[src/hw/tsf_defs.svh]
// constants for the trace sram word formatter
`ifndef TSF_DEFS_SVH
`define TSF_DEFS_SVH
// ************************************************************
// geometry
// ************************************************************
`define TSF_GROUP_WIDTH   128
`define TSF_HDR_WIDTH     8
`define TSF_WORD_WIDTH    (`TSF_GROUP_WIDTH + `TSF_HDR_WIDTH)
`define TSF_STATE_COUNT   8
`define TSF_STATE_BITS    3
`define TSF_FIFO_DEPTH    0
`define TSF_ADDR_BITS     10
`define TSF_STAMP_WIDTH   64
`define TSF_COUNT_WIDTH   32
`define TSF_CYC_WIDTH     16
`define TSF_CYC_SEL_MAX   4'hE
`define TSF_SLOT_COUNT    4
`define TSF_SLOT_WIDTH    4
// ************************************************************
// header byte fields
// ************************************************************
`define TSF_HDR_CYC       7:6
`define TSF_HDR_OVW       5
`define TSF_HDR_STATE     4:2
`define TSF_HDR_TYPE      1:0
// ************************************************************
// register map (byte addresses) and fields
// ************************************************************
`define TSF_PADDR_BITS    8
`define TSF_REG_CTRL      8'h00
`define TSF_REG_TSCTRL    8'h04
`define TSF_REG_STATESEL  8'h08
`define TSF_REG_COUNTER_TRACE_SELECT    8'h0C
`define TSF_REG_STATUS    8'h10
`define TSF_CTRL_EN       0
`define TSF_CTRL_TS_EN    1
`define TSF_TSCTRL_SEL    3:0
`define TSF_SLOT_VALID    3
`define TSF_STATUS_OVW    31
`define TSF_CTRL_RST      2'h0
`define TSF_TSCTRL_RST    4'h0
`define TSF_STATESEL_RST  8'h00
`define TSF_COUNTER_TRACE_SELECT_RST    16'h0000
`endif

[src/hw/tsf_pkg.sv]
// types and shared decode for the trace sram word formatter
`include "tsf_defs.svh"
`default_nettype none
package tsf_pkg;
	// payload type codes; code 2'h3 is reserved and never produced
	typedef enum logic [1:0] {
		PKT_COUNTER = 2'h0,
		PKT_GROUP   = 2'h1,
		PKT_STAMP   = 2'h2
	} packet_type_t;
	typedef logic [`TSF_STATE_BITS-1:0] state_num_t;
	// number of the highest set request bit
	function automatic state_num_t highest_set(input logic [`TSF_STATE_COUNT-1:0] v);
		state_num_t n;
		n = '0;
		for (int i = 0; i < `TSF_STATE_COUNT; i++) begin
			if (v[i]) n = state_num_t'(i);
		end
		return n;
	endfunction : highest_set
endpackage : tsf_pkg
`default_nettype wire

[src/hw/tsf_cycle_counter.sv]
// free-running fine-grain cycle counter with two-bit window select
`include "tsf_defs.svh"
`default_nettype none
module tsf_cycle_counter (
	input  wire logic       i_mclk,       // analyzer clock
	input  wire logic       i_arst_n,     // async reset, active low
	input  wire logic [3:0] i_bit_select, // low bit of selected pair
	output logic      [1:0] o_fine_bits   // selected counter pair
);
	logic [`TSF_CYC_WIDTH-1:0] count_q; // free-running count
	logic [3:0]                sel;     // clamped select
	// ************************************************************
	// counter
	// ************************************************************
	// wraps silently, never stops
	always_ff @(posedge i_mclk or negedge i_arst_n) begin
		if (!i_arst_n) begin
			count_q <= '0;
		end else begin
			count_q <= count_q + 1'b1;
		end
	end
	// clamp so the pair stays inside the counter
	assign sel = (i_bit_select > `TSF_CYC_SEL_MAX) ? `TSF_CYC_SEL_MAX : i_bit_select;
	// pick two adjacent bits
	assign o_fine_bits = count_q[sel +: 2];
endmodule : tsf_cycle_counter
`default_nettype wire

[src/hw/tsf_priority_arbiter.sv]
// chooses one trace write among coinciding trigger-state requests
`include "tsf_defs.svh"
`default_nettype none
module tsf_priority_arbiter (
	input  wire logic [`TSF_STATE_COUNT-1:0] i_valid,   // per-state requests
	output logic                             o_any,     // some request present
	output tsf_pkg::state_num_t              o_winner,  // state kept
	output logic                             o_dropped  // lower write lost to top state
);
	logic [`TSF_STATE_COUNT-1:0] below; // any request under bit i
	// ************************************************************
	// lower-request scan
	// ************************************************************
	assign below[0] = 1'b0;
	genvar g;
	generate
		for (g = 1; g < `TSF_STATE_COUNT; g++) begin : g_below
			assign below[g] = below[g-1] | i_valid[g-1];
		end
	endgenerate
	assign o_any    = |i_valid;
	// highest number always wins
	assign o_winner = tsf_pkg::highest_set(i_valid);
	// only meaningful without the simultaneous fifos
	assign o_dropped = (`TSF_FIFO_DEPTH == 0) &&
		i_valid[`TSF_STATE_COUNT-1] && below[`TSF_STATE_COUNT-1];
endmodule : tsf_priority_arbiter
`default_nettype wire

[src/hw/trace_sram_word_formatter.sv]
// assembles header plus payload words for the trace sram write port
`include "tsf_defs.svh"
`default_nettype none
module trace_sram_word_formatter (
	// ************************************************************
	// clock and reset
	// ************************************************************
	input  wire logic                            i_mclk,
	input  wire logic                            i_arst_n,
	// ************************************************************
	// apb slave
	// ************************************************************
	input  wire logic                            i_psel,
	input  wire logic                            i_penable,
	input  wire logic                            i_pwrite,
	input  wire logic [`TSF_PADDR_BITS-1:0]      i_paddr,
	input  wire logic [31:0]                     i_pwdata,
	output logic      [31:0]                     o_prdata,
	output logic                                 o_pready,
	output logic                                 o_pslverr,
	// ************************************************************
	// trigger-state capture side
	// ************************************************************
	input  wire logic [`TSF_STATE_COUNT-1:0]     i_capture_valid,
	input  wire logic [`TSF_STATE_COUNT-1:0]     i_capture_counter,
	input  wire logic [`TSF_GROUP_WIDTH-1:0]     i_probed_signal_group,
	input  wire logic [`TSF_GROUP_WIDTH-1:0]     i_alt_signal_group,
	input  wire logic [`TSF_COUNT_WIDTH-1:0]     i_counter_value,
	input  wire logic [`TSF_COUNT_WIDTH-1:0]     i_alt_counter_value,
	input  wire logic [`TSF_STATE_COUNT-1:0]     i_fifo_overrun,
	// ************************************************************
	// timestamp source
	// ************************************************************
	input  wire logic                            i_stamp_request,
	input  wire logic [`TSF_STAMP_WIDTH-1:0]     i_stamp_value,
	output logic                                 o_stamp_taken,
	// ************************************************************
	// trace sram write port
	// ************************************************************
	output logic                                 o_sram_wr_en,
	output logic      [`TSF_ADDR_BITS-1:0]       o_sram_wr_addr,
	output logic      [`TSF_WORD_WIDTH-1:0]      o_sram_wr_data
);
	// ************************************************************
	// declarations
	// ************************************************************
	localparam int TOP = `TSF_STATE_COUNT - 1; // state with extra path

	logic [1:0]                  ctrl_q;      // enable, stamp enable
	logic [3:0]                  tsctrl_q;    // counter pair select
	logic [`TSF_STATE_COUNT-1:0] statesel_q;  // alternate_state_select
	logic [15:0]                 counter_trace_select_q;    // counter_trace_select slots
	logic                        ovw_seen_q;  // sticky overwrite status
	logic                        stamp_pend_q;// stamp waiting for a gap
	logic [`TSF_ADDR_BITS-1:0]   wr_addr_q;   // circular write pointer
	logic                        wr_en_q;     // write strobe
	logic [`TSF_WORD_WIDTH-1:0]  wr_data_q;   // word being written
	logic [31:0]                 rdata_q;     // registered read data

	logic                        cap_any;     // some capture request
	tsf_pkg::state_num_t         winner;      // state whose write stays
	logic                        dropped;     // lower write overwritten by top state
	logic [1:0]                  fine_bits;   // cycle counter pair
	logic                        running;     // writes allowed
	logic                        stamp_take;  // stamp goes this cycle
	logic [2:0]                  slot_info;   // hit flag and position
	logic                        is_counter;  // counter packet chosen
	logic                        ovw_bit;     // header bit 5
	logic [`TSF_HDR_WIDTH-1:0]   header;      // header byte
	logic [`TSF_GROUP_WIDTH-1:0] payload;     // payload bits
	logic                        apb_wr;      // write access phase
	logic                        apb_rd;      // read access phase
	logic                        apb_hit;     // mapped address

	// ************************************************************
	// helpers
	// ************************************************************
	// finds a state among the four counter slots
	function automatic logic [2:0] slot_lookup(
		input logic [15:0]         slots,
		input tsf_pkg::state_num_t st
	);
		logic [2:0] r;
		r = 3'h0;
		for (int s = `TSF_SLOT_COUNT - 1; s >= 0; s--) begin
			if (slots[s*`TSF_SLOT_WIDTH + `TSF_SLOT_VALID] &&
			    slots[s*`TSF_SLOT_WIDTH +: `TSF_STATE_BITS] == st) begin
				r = {1'b1, 2'(s)};
			end
		end
		return r;
	endfunction : slot_lookup

	// true when the offset is a mapped register
	function automatic logic reg_mapped(input logic [`TSF_PADDR_BITS-1:0] a);
		return (a == `TSF_REG_CTRL) || (a == `TSF_REG_TSCTRL) ||
		       (a == `TSF_REG_STATESEL) || (a == `TSF_REG_COUNTER_TRACE_SELECT) ||
		       (a == `TSF_REG_STATUS);
	endfunction : reg_mapped

	// ************************************************************
	// sub-blocks
	// ************************************************************
	// fine-grain time bits
	tsf_cycle_counter u_cycle (
		.i_mclk       (i_mclk),
		.i_arst_n     (i_arst_n),
		.i_bit_select (tsctrl_q),
		.o_fine_bits  (fine_bits)
	);

	// picks one write among coinciding states
	tsf_priority_arbiter u_arb (
		.i_valid   (i_capture_valid),
		.o_any     (cap_any),
		.o_winner  (winner),
		.o_dropped (dropped)
	);

	// ************************************************************
	// apb decode
	// ************************************************************
	// zero wait states: every access ends in its first access cycle
	assign apb_wr   = i_psel & i_penable & i_pwrite;
	assign apb_rd   = i_psel & i_penable & ~i_pwrite;
	assign apb_hit  = reg_mapped(i_paddr);
	assign o_pready = 1'b1;
	// unmapped offsets answer with an error
	assign o_pslverr = i_psel & i_penable & ~apb_hit;
	assign o_prdata  = rdata_q;

	// control registers written by software
	always_ff @(posedge i_mclk or negedge i_arst_n) begin
		if (!i_arst_n) begin
			ctrl_q     <= `TSF_CTRL_RST;
			tsctrl_q   <= `TSF_TSCTRL_RST;
			statesel_q <= `TSF_STATESEL_RST;
			counter_trace_select_q   <= `TSF_COUNTER_TRACE_SELECT_RST;
		end else if (apb_wr) begin
			unique case (i_paddr)
				`TSF_REG_CTRL:     ctrl_q     <= i_pwdata[1:0];
				`TSF_REG_TSCTRL:   tsctrl_q   <= i_pwdata[`TSF_TSCTRL_SEL];
				`TSF_REG_STATESEL: statesel_q <= i_pwdata[`TSF_STATE_COUNT-1:0];
				`TSF_REG_COUNTER_TRACE_SELECT:   counter_trace_select_q   <= i_pwdata[15:0];
				default: begin
					// status is read-only apart from its clear bit
				end
			endcase
		end
	end

	// read data latched in the setup cycle, valid in the access phase
	always_ff @(posedge i_mclk or negedge i_arst_n) begin
		if (!i_arst_n) begin
			rdata_q <= '0;
		end else if (i_psel & ~i_penable & ~i_pwrite) begin
			unique case (i_paddr)
				`TSF_REG_CTRL:     rdata_q <= {30'h0, ctrl_q};
				`TSF_REG_TSCTRL:   rdata_q <= {28'h0, tsctrl_q};
				`TSF_REG_STATESEL: rdata_q <= {24'h0, statesel_q};
				`TSF_REG_COUNTER_TRACE_SELECT:   rdata_q <= {16'h0, counter_trace_select_q};
				`TSF_REG_STATUS:   rdata_q <= {ovw_seen_q, 21'h0, wr_addr_q};
				default:           rdata_q <= '0;
			endcase
		end
	end

	// sticky overwrite flag; a new drop wins over the clear
	always_ff @(posedge i_mclk or negedge i_arst_n) begin
		if (!i_arst_n) begin
			ovw_seen_q <= 1'b0;
		end else if (running & cap_any & ovw_bit) begin
			ovw_seen_q <= 1'b1;
		end else if (apb_wr && i_paddr == `TSF_REG_STATUS && i_pwdata[`TSF_STATUS_OVW]) begin
			ovw_seen_q <= 1'b0;
		end
	end

	// ************************************************************
	// packet selection
	// ************************************************************
	assign running = ctrl_q[`TSF_CTRL_EN];
	// stamps only fill cycles without a capture
	assign stamp_take = running & ctrl_q[`TSF_CTRL_TS_EN] & ~cap_any &
		(stamp_pend_q | i_stamp_request);
	assign o_stamp_taken = stamp_take;
	// counter packet only when the state sits in a valid slot
	assign slot_info  = slot_lookup(counter_trace_select_q, winner);
	assign is_counter = i_capture_counter[winner] & slot_info[2];

	// bit 5 meaning depends on the fifo build
	always_comb begin
		if (`TSF_FIFO_DEPTH == 0) begin
			ovw_bit = dropped;
		end else begin
			ovw_bit = i_fifo_overrun[winner] & statesel_q[winner];
		end
	end

	// pending stamp request; nothing queues while trace or stamps are off
	always_ff @(posedge i_mclk or negedge i_arst_n) begin
		if (!i_arst_n) begin
			stamp_pend_q <= 1'b0;
		end else if (!(running & ctrl_q[`TSF_CTRL_TS_EN])) begin
			stamp_pend_q <= 1'b0;
		end else if (i_stamp_request & ~stamp_take) begin
			stamp_pend_q <= 1'b1;
		end else if (stamp_take) begin
			stamp_pend_q <= 1'b0;
		end
	end

	// ************************************************************
	// header and payload
	// ************************************************************
	// one header per word, type 11 never built
	always_comb begin
		header = '0;
		payload = '0;
		header[`TSF_HDR_CYC] = fine_bits;
		if (cap_any && is_counter) begin
			// counter trace: slot position replaces the state number
			header[`TSF_HDR_TYPE]  = tsf_pkg::PKT_COUNTER;
			header[`TSF_HDR_STATE] = {1'b0, slot_info[1:0]};
			header[`TSF_HDR_OVW]   = ovw_bit;
			payload[`TSF_COUNT_WIDTH-1:0] = (int'(winner) == TOP) ?
				i_alt_counter_value : i_counter_value;
		end else if (cap_any) begin
			// full signal group from the winning state
			header[`TSF_HDR_TYPE]  = tsf_pkg::PKT_GROUP;
			header[`TSF_HDR_STATE] = winner;
			header[`TSF_HDR_OVW]   = ovw_bit;
			payload = (int'(winner) == TOP) ?
				i_alt_signal_group : i_probed_signal_group;
		end else begin
			// timestamp, upper payload stays zero
			header[`TSF_HDR_TYPE] = tsf_pkg::PKT_STAMP;
			payload[`TSF_STAMP_WIDTH-1:0] = i_stamp_value;
		end
	end

	// ************************************************************
	// sram write port
	// ************************************************************
	// whole word registered in one cycle
	always_ff @(posedge i_mclk or negedge i_arst_n) begin
		if (!i_arst_n) begin
			wr_en_q   <= 1'b0;
			wr_data_q <= '0;
		end else begin
			wr_en_q <= running & (cap_any | stamp_take);
			if (running & (cap_any | stamp_take)) begin
				wr_data_q <= {payload, header};
			end
		end
	end

	// circular address, advances after each word
	always_ff @(posedge i_mclk or negedge i_arst_n) begin
		if (!i_arst_n) begin
			wr_addr_q <= '0;
		end else if (wr_en_q) begin
			wr_addr_q <= wr_addr_q + 1'b1;
		end
	end

	assign o_sram_wr_en   = wr_en_q;
	assign o_sram_wr_addr = wr_addr_q;
	assign o_sram_wr_data = wr_data_q;
endmodule : trace_sram_word_formatter
`default_nettype wire

[config.mk]
export PLATFORM = sky130hd
export DESIGN_NAME = trace_sram_word_formatter
export DESIGN_NICKNAME = d
export VERILOG_FILES = /design/src/hw/tsf_pkg.sv /design/src/hw/tsf_cycle_counter.sv /design/src/hw/tsf_priority_arbiter.sv /design/src/hw/trace_sram_word_formatter.sv
export VERILOG_INCLUDE_DIRS = /design/src /design/src/hw
export SDC_FILE = /design/constraint.sdc
export NUM_CORES = 1
export LEC_CHECK = 0
export ABC_CLOCK_PERIOD_IN_PS = 5300
export CAP_MARGIN = 20
export CORE_AREA = 2 2 250 252
export CTS_BUF_LIST = sky130_fd_sc_hd__clkbuf_4 sky130_fd_sc_hd__clkbuf_8 sky130_fd_sc_hd__clkbuf_16
export DETAILED_ROUTE_END_ITERATION = 8
export DIE_AREA = 0 0 252 254
export DONT_BUFFER_PORTS = 1
export GPL_ROUTABILITY_DRIVEN = 0
export HOLD_SLACK_MARGIN = 0.02
export SETUP_SLACK_MARGIN = 0.4
export SLEW_MARGIN = 20
export SYNTH_ARGS = -nofsm -noshare
export SYNTH_HDL_FRONTEND = slang
export SYNTH_HIERARCHICAL = 1
export SYNTH_SLANG_ARGS = --single-unit
[constraint.sdc]
create_clock -name i_mclk -period 5.3 [get_ports i_mclk]
set_input_delay 0.265 -clock i_mclk [delete_from_list [all_inputs] [get_ports i_mclk]]
set_output_delay 0.265 -clock i_mclk [all_outputs]
set_load 0.01 [all_outputs]
# Word-level counts from Yosys, hierarchy flattened
# Cells that the tools add are included.
# op_classes
bitwise_logic	26
mux	29
n_shift	1
n_lt_le_gt_ge	2
add_sub_neg	2
eq_ne	10
n_reduce_logical	19
# ops
cell	count
case mux 32 bit (5 select lines)	1
two-way mux 128 bit	1
two-way mux 64 bit	2
two-way mux 96 bit	1
two-way mux 32 bit	2
two-way mux 3 bit	10
adder 16 x 1 -> 16 bit, second input constant	1
equality test 8 x 4 -> 1 bit, second input constant	2
variable part select 16 x 5 -> 2 bit	1
AND 1 bit	13
equality test 3 bit	4
adder 10 x 1 -> 10 bit, second input constant	1
equality test 8 x 3 -> 1 bit, second input constant	1
equality test 8 x 5 -> 1 bit, second input constant	1
logical AND 1 bit	8
zero test 8 bit	1
two-way mux 4 bit	2
OR 1 bit	8
AND reduction 2 bit	4
OR reduction 8 bit	1
two-way mux 1 bit	7
two-way mux 6 bit	1
inverter 1 bit	5
> comparator 4 bit, second input constant	1
other kinds (7)	10
# totals
in_bits	454
regBits	227

# Depth between registers and ports, before layout
# depth
word_depth	16
ltp_mapped	12
ltp_nobuf	8

# Cells and area by module
# Netlist, hierarchy kept.
# by_module_without_submodules
module	n_inst	area_per_inst_um2	cells_per_inst
trace_sram_word_formatter	1	10492.6	1175
tsf_cycle_counter	1	984.7	93
tsf_priority_arbiter	1	72.6	14

# Worst setup path after synthesis
# Ideal clock, no wire load.
# synth_timing
path_kind	input to register
start	input i_capture_valid[4]
end	register wr_data_q[72], in the netlist o_sram_wr_data[72]
t_required_ps	5217
setup_ps	83
n_path_buf	3
arrival_time_ps	2375
slack_ps	2842
stages	11
cell_sequence	nor2_1 o21ai_0 nand2_1 buf_2 mux4_2 mux2i_2 a41o_2 nand3_2 buf_2 clkbuf_1 o21ai_0
# synth_via
elab_chain_len	13
elab_cells_between_ends	30
# synth_lines
item	line_no	source
start, declared	trace_sram_word_formatter.sv:24	input wire logic [`TSF_STATE_COUNT-1:0] i_capture_valid,
two-way mux 3 bit (*) (4 in series)	tsf_pkg.sv:17	if (v[i]) n = state_num_t'(i);
via winner[1]	trace_sram_word_formatter.sv:61	tsf_pkg::state_num_t winner;
equality test 3 bit	trace_sram_word_formatter.sv:87	slots[s*`TSF_SLOT_WIDTH +: `TSF_STATE_BITS] == st) begin
logical AND 1 bit	trace_sram_word_formatter.sv:86	if (slots[s*`TSF_SLOT_WIDTH + `TSF_SLOT_VALID] &&
two-way mux 3 bit (4 in series)	trace_sram_word_formatter.sv:86	
AND 1 bit	trace_sram_word_formatter.sv:189	assign is_counter = i_capture_counter[winner] & slot_info[2];
logical AND 1 bit	trace_sram_word_formatter.sv:221	if (cap_any && is_counter) begin
two-way mux 96 bit (*)	trace_sram_word_formatter.sv:221	
end signal, assigned	trace_sram_word_formatter.sv:253	wr_data_q <= {payload, header};
end, declared	trace_sram_word_formatter.sv:57	logic [`TSF_WORD_WIDTH-1:0] wr_data_q;
# Mark *: on every way through the listed nets, which the timed path passes. The rest lies on a longest branch. The select of a mux whose other input is x is not followed.
# A chain may end at the register's enable or synchronous reset.

# Worst setup path in the final report
# layout_timing
start	input i_capture_valid[4]
end	register wr_data_q[21], in the netlist o_sram_wr_data[21]
# layout_via
elab_chain_len	13
elab_cells_between_ends	31
# layout_lines
item	line_no
two-way mux 3 bit (*) (4 in series)	tsf_pkg.sv:17
via winner[1]	trace_sram_word_formatter.sv:61
equality test 3 bit	trace_sram_word_formatter.sv:87
logical AND 1 bit	trace_sram_word_formatter.sv:86
two-way mux 3 bit (4 in series)	trace_sram_word_formatter.sv:86
AND 1 bit	trace_sram_word_formatter.sv:189
logical AND 1 bit	trace_sram_word_formatter.sv:221
two-way mux 32 bit (*)	trace_sram_word_formatter.sv:221
# Marks and branches as above.

==> results_dict.tcl <==
set metrics [dict create \
    outcome "finished, violations left" \
    violations "hold timing" \
    synth_area_um2 11500 \
    yosysTopAreaCell "dfrtp_1" \
    maxCapViolCount 0 \
    grt_max_degree 213 \
    synth_cells 1282 \
    drt-initial-drc-count 980 \
    worstPathMaxFanout 60 \
    synth_common_cells "nand2_1, dfrtp_1, o21ai_0" \
    synthDistinctLibCells 62 \
    power.density_nw_per_um2 298 \
    die_h_um 254 \
    synth_warnings 6 \
    fin_setup_tns_ps 0 \
    dr.pass1.iters 5 \
    grt_pass1_wl_mm 66.6 \
    clock-root-buffer "clkbuf_16" \
    fin_crit_sh_pct 74.4 \
    clockBufferDepth 3 \
    hp-class "in2async" \
    die-area_um2 64000 \
    vias 11000 \
    ys.flop_type "dfrtp_1" \
    cts_made_buffers 26 \
    rows 91 \
    cts.htree.levels 1 \
    postLayoutCoreUtil_pct 25.5 \
    fp.coreArea_um2 61300 \
    ant_nets 0 \
    rsz0062_at_grt "false" \
    grt_pass1_vias 11300 \
    overflow 0 \
    synthArstFlopShare_pct 100 \
    cts_setup_buffers 0 \
    crit_arrival_ps 4440 \
    synth_edf_count 0 \
    grt.total_usage_pct 13.3 \
    clk-insertion-delay-late_ps 560 \
    cts_resized 0 \
    synth_area_leaders "dfrtp_1, nand2_1, mux2i_1, o21ai_0, a21oi_1" \
    vias_per_cell 4.81 \
    die_width_um 252 \
    finalInstanceArea_um2 15600 \
    ys_ff_latch 212 \
    yosysTopAreaCellShare_pct 45.9 \
    cts_tree "done" \
    setup_violations 0 \
    cts_sinks 212 \
    relSlewSlack_pct 28.6 \
    power.leakage_nw 6.81 \
    ioPinCount 636 \
    worst_pin_slew_ps 1070 \
    fin_crit_ps 3940 \
    dpl.hpwl_mm 30.8 \
    syn2layout_area_growth_pct 35.2 \
    fmax_mhz 254 \
    place_area_um2 12200 \
    startpoint_type "primary input" \
    synth.most_common_cell "nand2_1" \
    end_kind "register" \
    slew_viol_final 0 \
    finalWirelength_mm 46.0 \
    slowest_stage "and3_4" \
    timing_worst_setup_path_type "in2reg" \
    path_clk_slew_ps 60 \
    worstPathCellList "nor2_1, o21ai_0, nand2_1, and3_4, buf_4, nand2_1, a31oi_1, dlygate4sd3_1, a21oi_1, o21ai_0, dlygate4sd3_1" \
    route.detailed.drc 0 \
    fin_nets 1931 \
    fin_hold_ws_ps -588 \
    antenna_found_initial 13 \
    syn_avg_cell_area_um2 9.01 \
    hold_violations 212 \
    max-vdd-ir-drop_mv 0.240 \
    cpPeakStageDelay_ps 770 \
    postCtsHoldBufs 256 \
    drive_above_1_share_pct 7.38 \
    wl_per_cell_um 20.1 \
    synth-seq-area-share_pct 45.9 \
    skew_ps 16.8 \
    crit_required_ps 5800 \
    io_buffers 0 \
    start_util_pct 18.9 \
]
==> report_power, final <==
part | internal, W | switching [W]
clock | 0.00105 | 0.000729
sequential | 0.00182 | 0.000301
combinational | 0.000406 | 0.000352
==> logic make-up after synthesis <==
kind of cell	count (synthesis)	synth area share (%)
flops	212	45.9
other cells	2	0.0650
mux	142	13.3
simple gates	448	17.7
fa+ha+maj	2	0.217
xor+xnor	35	2.65
compound gates	316	15.2
buf+inv	125	5.05
==> path summary, 6_finish.rpt <==
path,start,endpoint,slack (ps),depth (start not counted)
min in group i_mclk,i_probed_signal_group[91],o_sram_wr_data[99],10,2
worst max register to register,ctrl_q[0],o_sram_wr_data[21],2170,6
worst max-delay path,i_capture_valid[4],o_sram_wr_data[21],1360,11
max in group asynchronous,i_arst_n,o_sram_wr_data[28],5420,0
worst min register to register,u_cycle/count_q[15],u_cycle/count_q[15],480,1
worst min-delay path,i_arst_n,o_sram_wr_addr[7],-590,0
==> per-stage QoR <==
| step | setup WS (ps) | hold slack (ps) | total power [W] | cells |
|---|---|---|---|---|
| CTS | 1530 | -641 | 0.00469 | 2280 |
| finish | 1360 | -588 | 0.00466 | 2288 |
| floorplan | 2840 | -30.6 | 0.00244 | 1296 |
| global placement | 1690 | -24.5 | 0.00261 | 1981 |
| detailed placement | 1400 | -23.8 | 0.00264 | 1981 |
| global route | 1190 | -631 | 0.00487 | 2286 |
==> sequential cells by signal, summed over array words and instances, names as in the netlist <==
name / count
tsctrl_q: 4
o_sram_wr_en: 1
ovw_seen_q: 1
stamp_pend_q: 1
u_cycle/count_q: 16
counter_trace_select_q: 16
o_sram_wr_data: 136
ctrl_q: 2
o_sram_wr_addr: 10
o_prdata: 17
statesel_q: 8
==> area by class of cell <==
type / count / area [um^2]
Fill cell: 6441 / 45600
Clock buffer: 32 / 714
Antenna cell: 8 / 20.0
Timing Repair Buffer: 266 / 2650
Sequential cell: 212 / 5310
Clock inverter: 11 / 129
Inverter: 10 / 37.5
Tap cell: 790 / 988
Multi-Input combinational cell: 959 / 5770
==> layer usage <==
layer	track usage, %	routed length (um)	share of wire [%]	up-vias
li1	-	-	-	4840
met1	15.3	16900	37	5358
met2	21.9	22200	48	653
met3	4.32	4320	9.4	151
met4	7.76	2560	5.6	10
met5	0	63	0.14	-
==> cells in the final DEF, fill, tap and decap left out, types with 9 or more instances in the layout <==
cell type and count:
nor3b_1 32, nand3_1 50, inv_1 9, nand4_1 9, nand2_1 271, o21ai_0 164, conb_1 16, dlygate4sd3_1 256
clkbuf_16 26, buf_4 9, xnor2_1 28, mux2i_1 101, mux2_2 33, a21oi_1 76, a31oi_1 33, dfrtp_1 212
nor2_1 47
==> worst max-delay path: cells and delay by family <==
family	cells	cell delay (ps)
AND/OR/NAND/NOR	4	1670
AO/OA/AOI/OAI	4	590
buffers and inverters	3	1740
No activity file was read; power rests on OpenSTA's default activity.
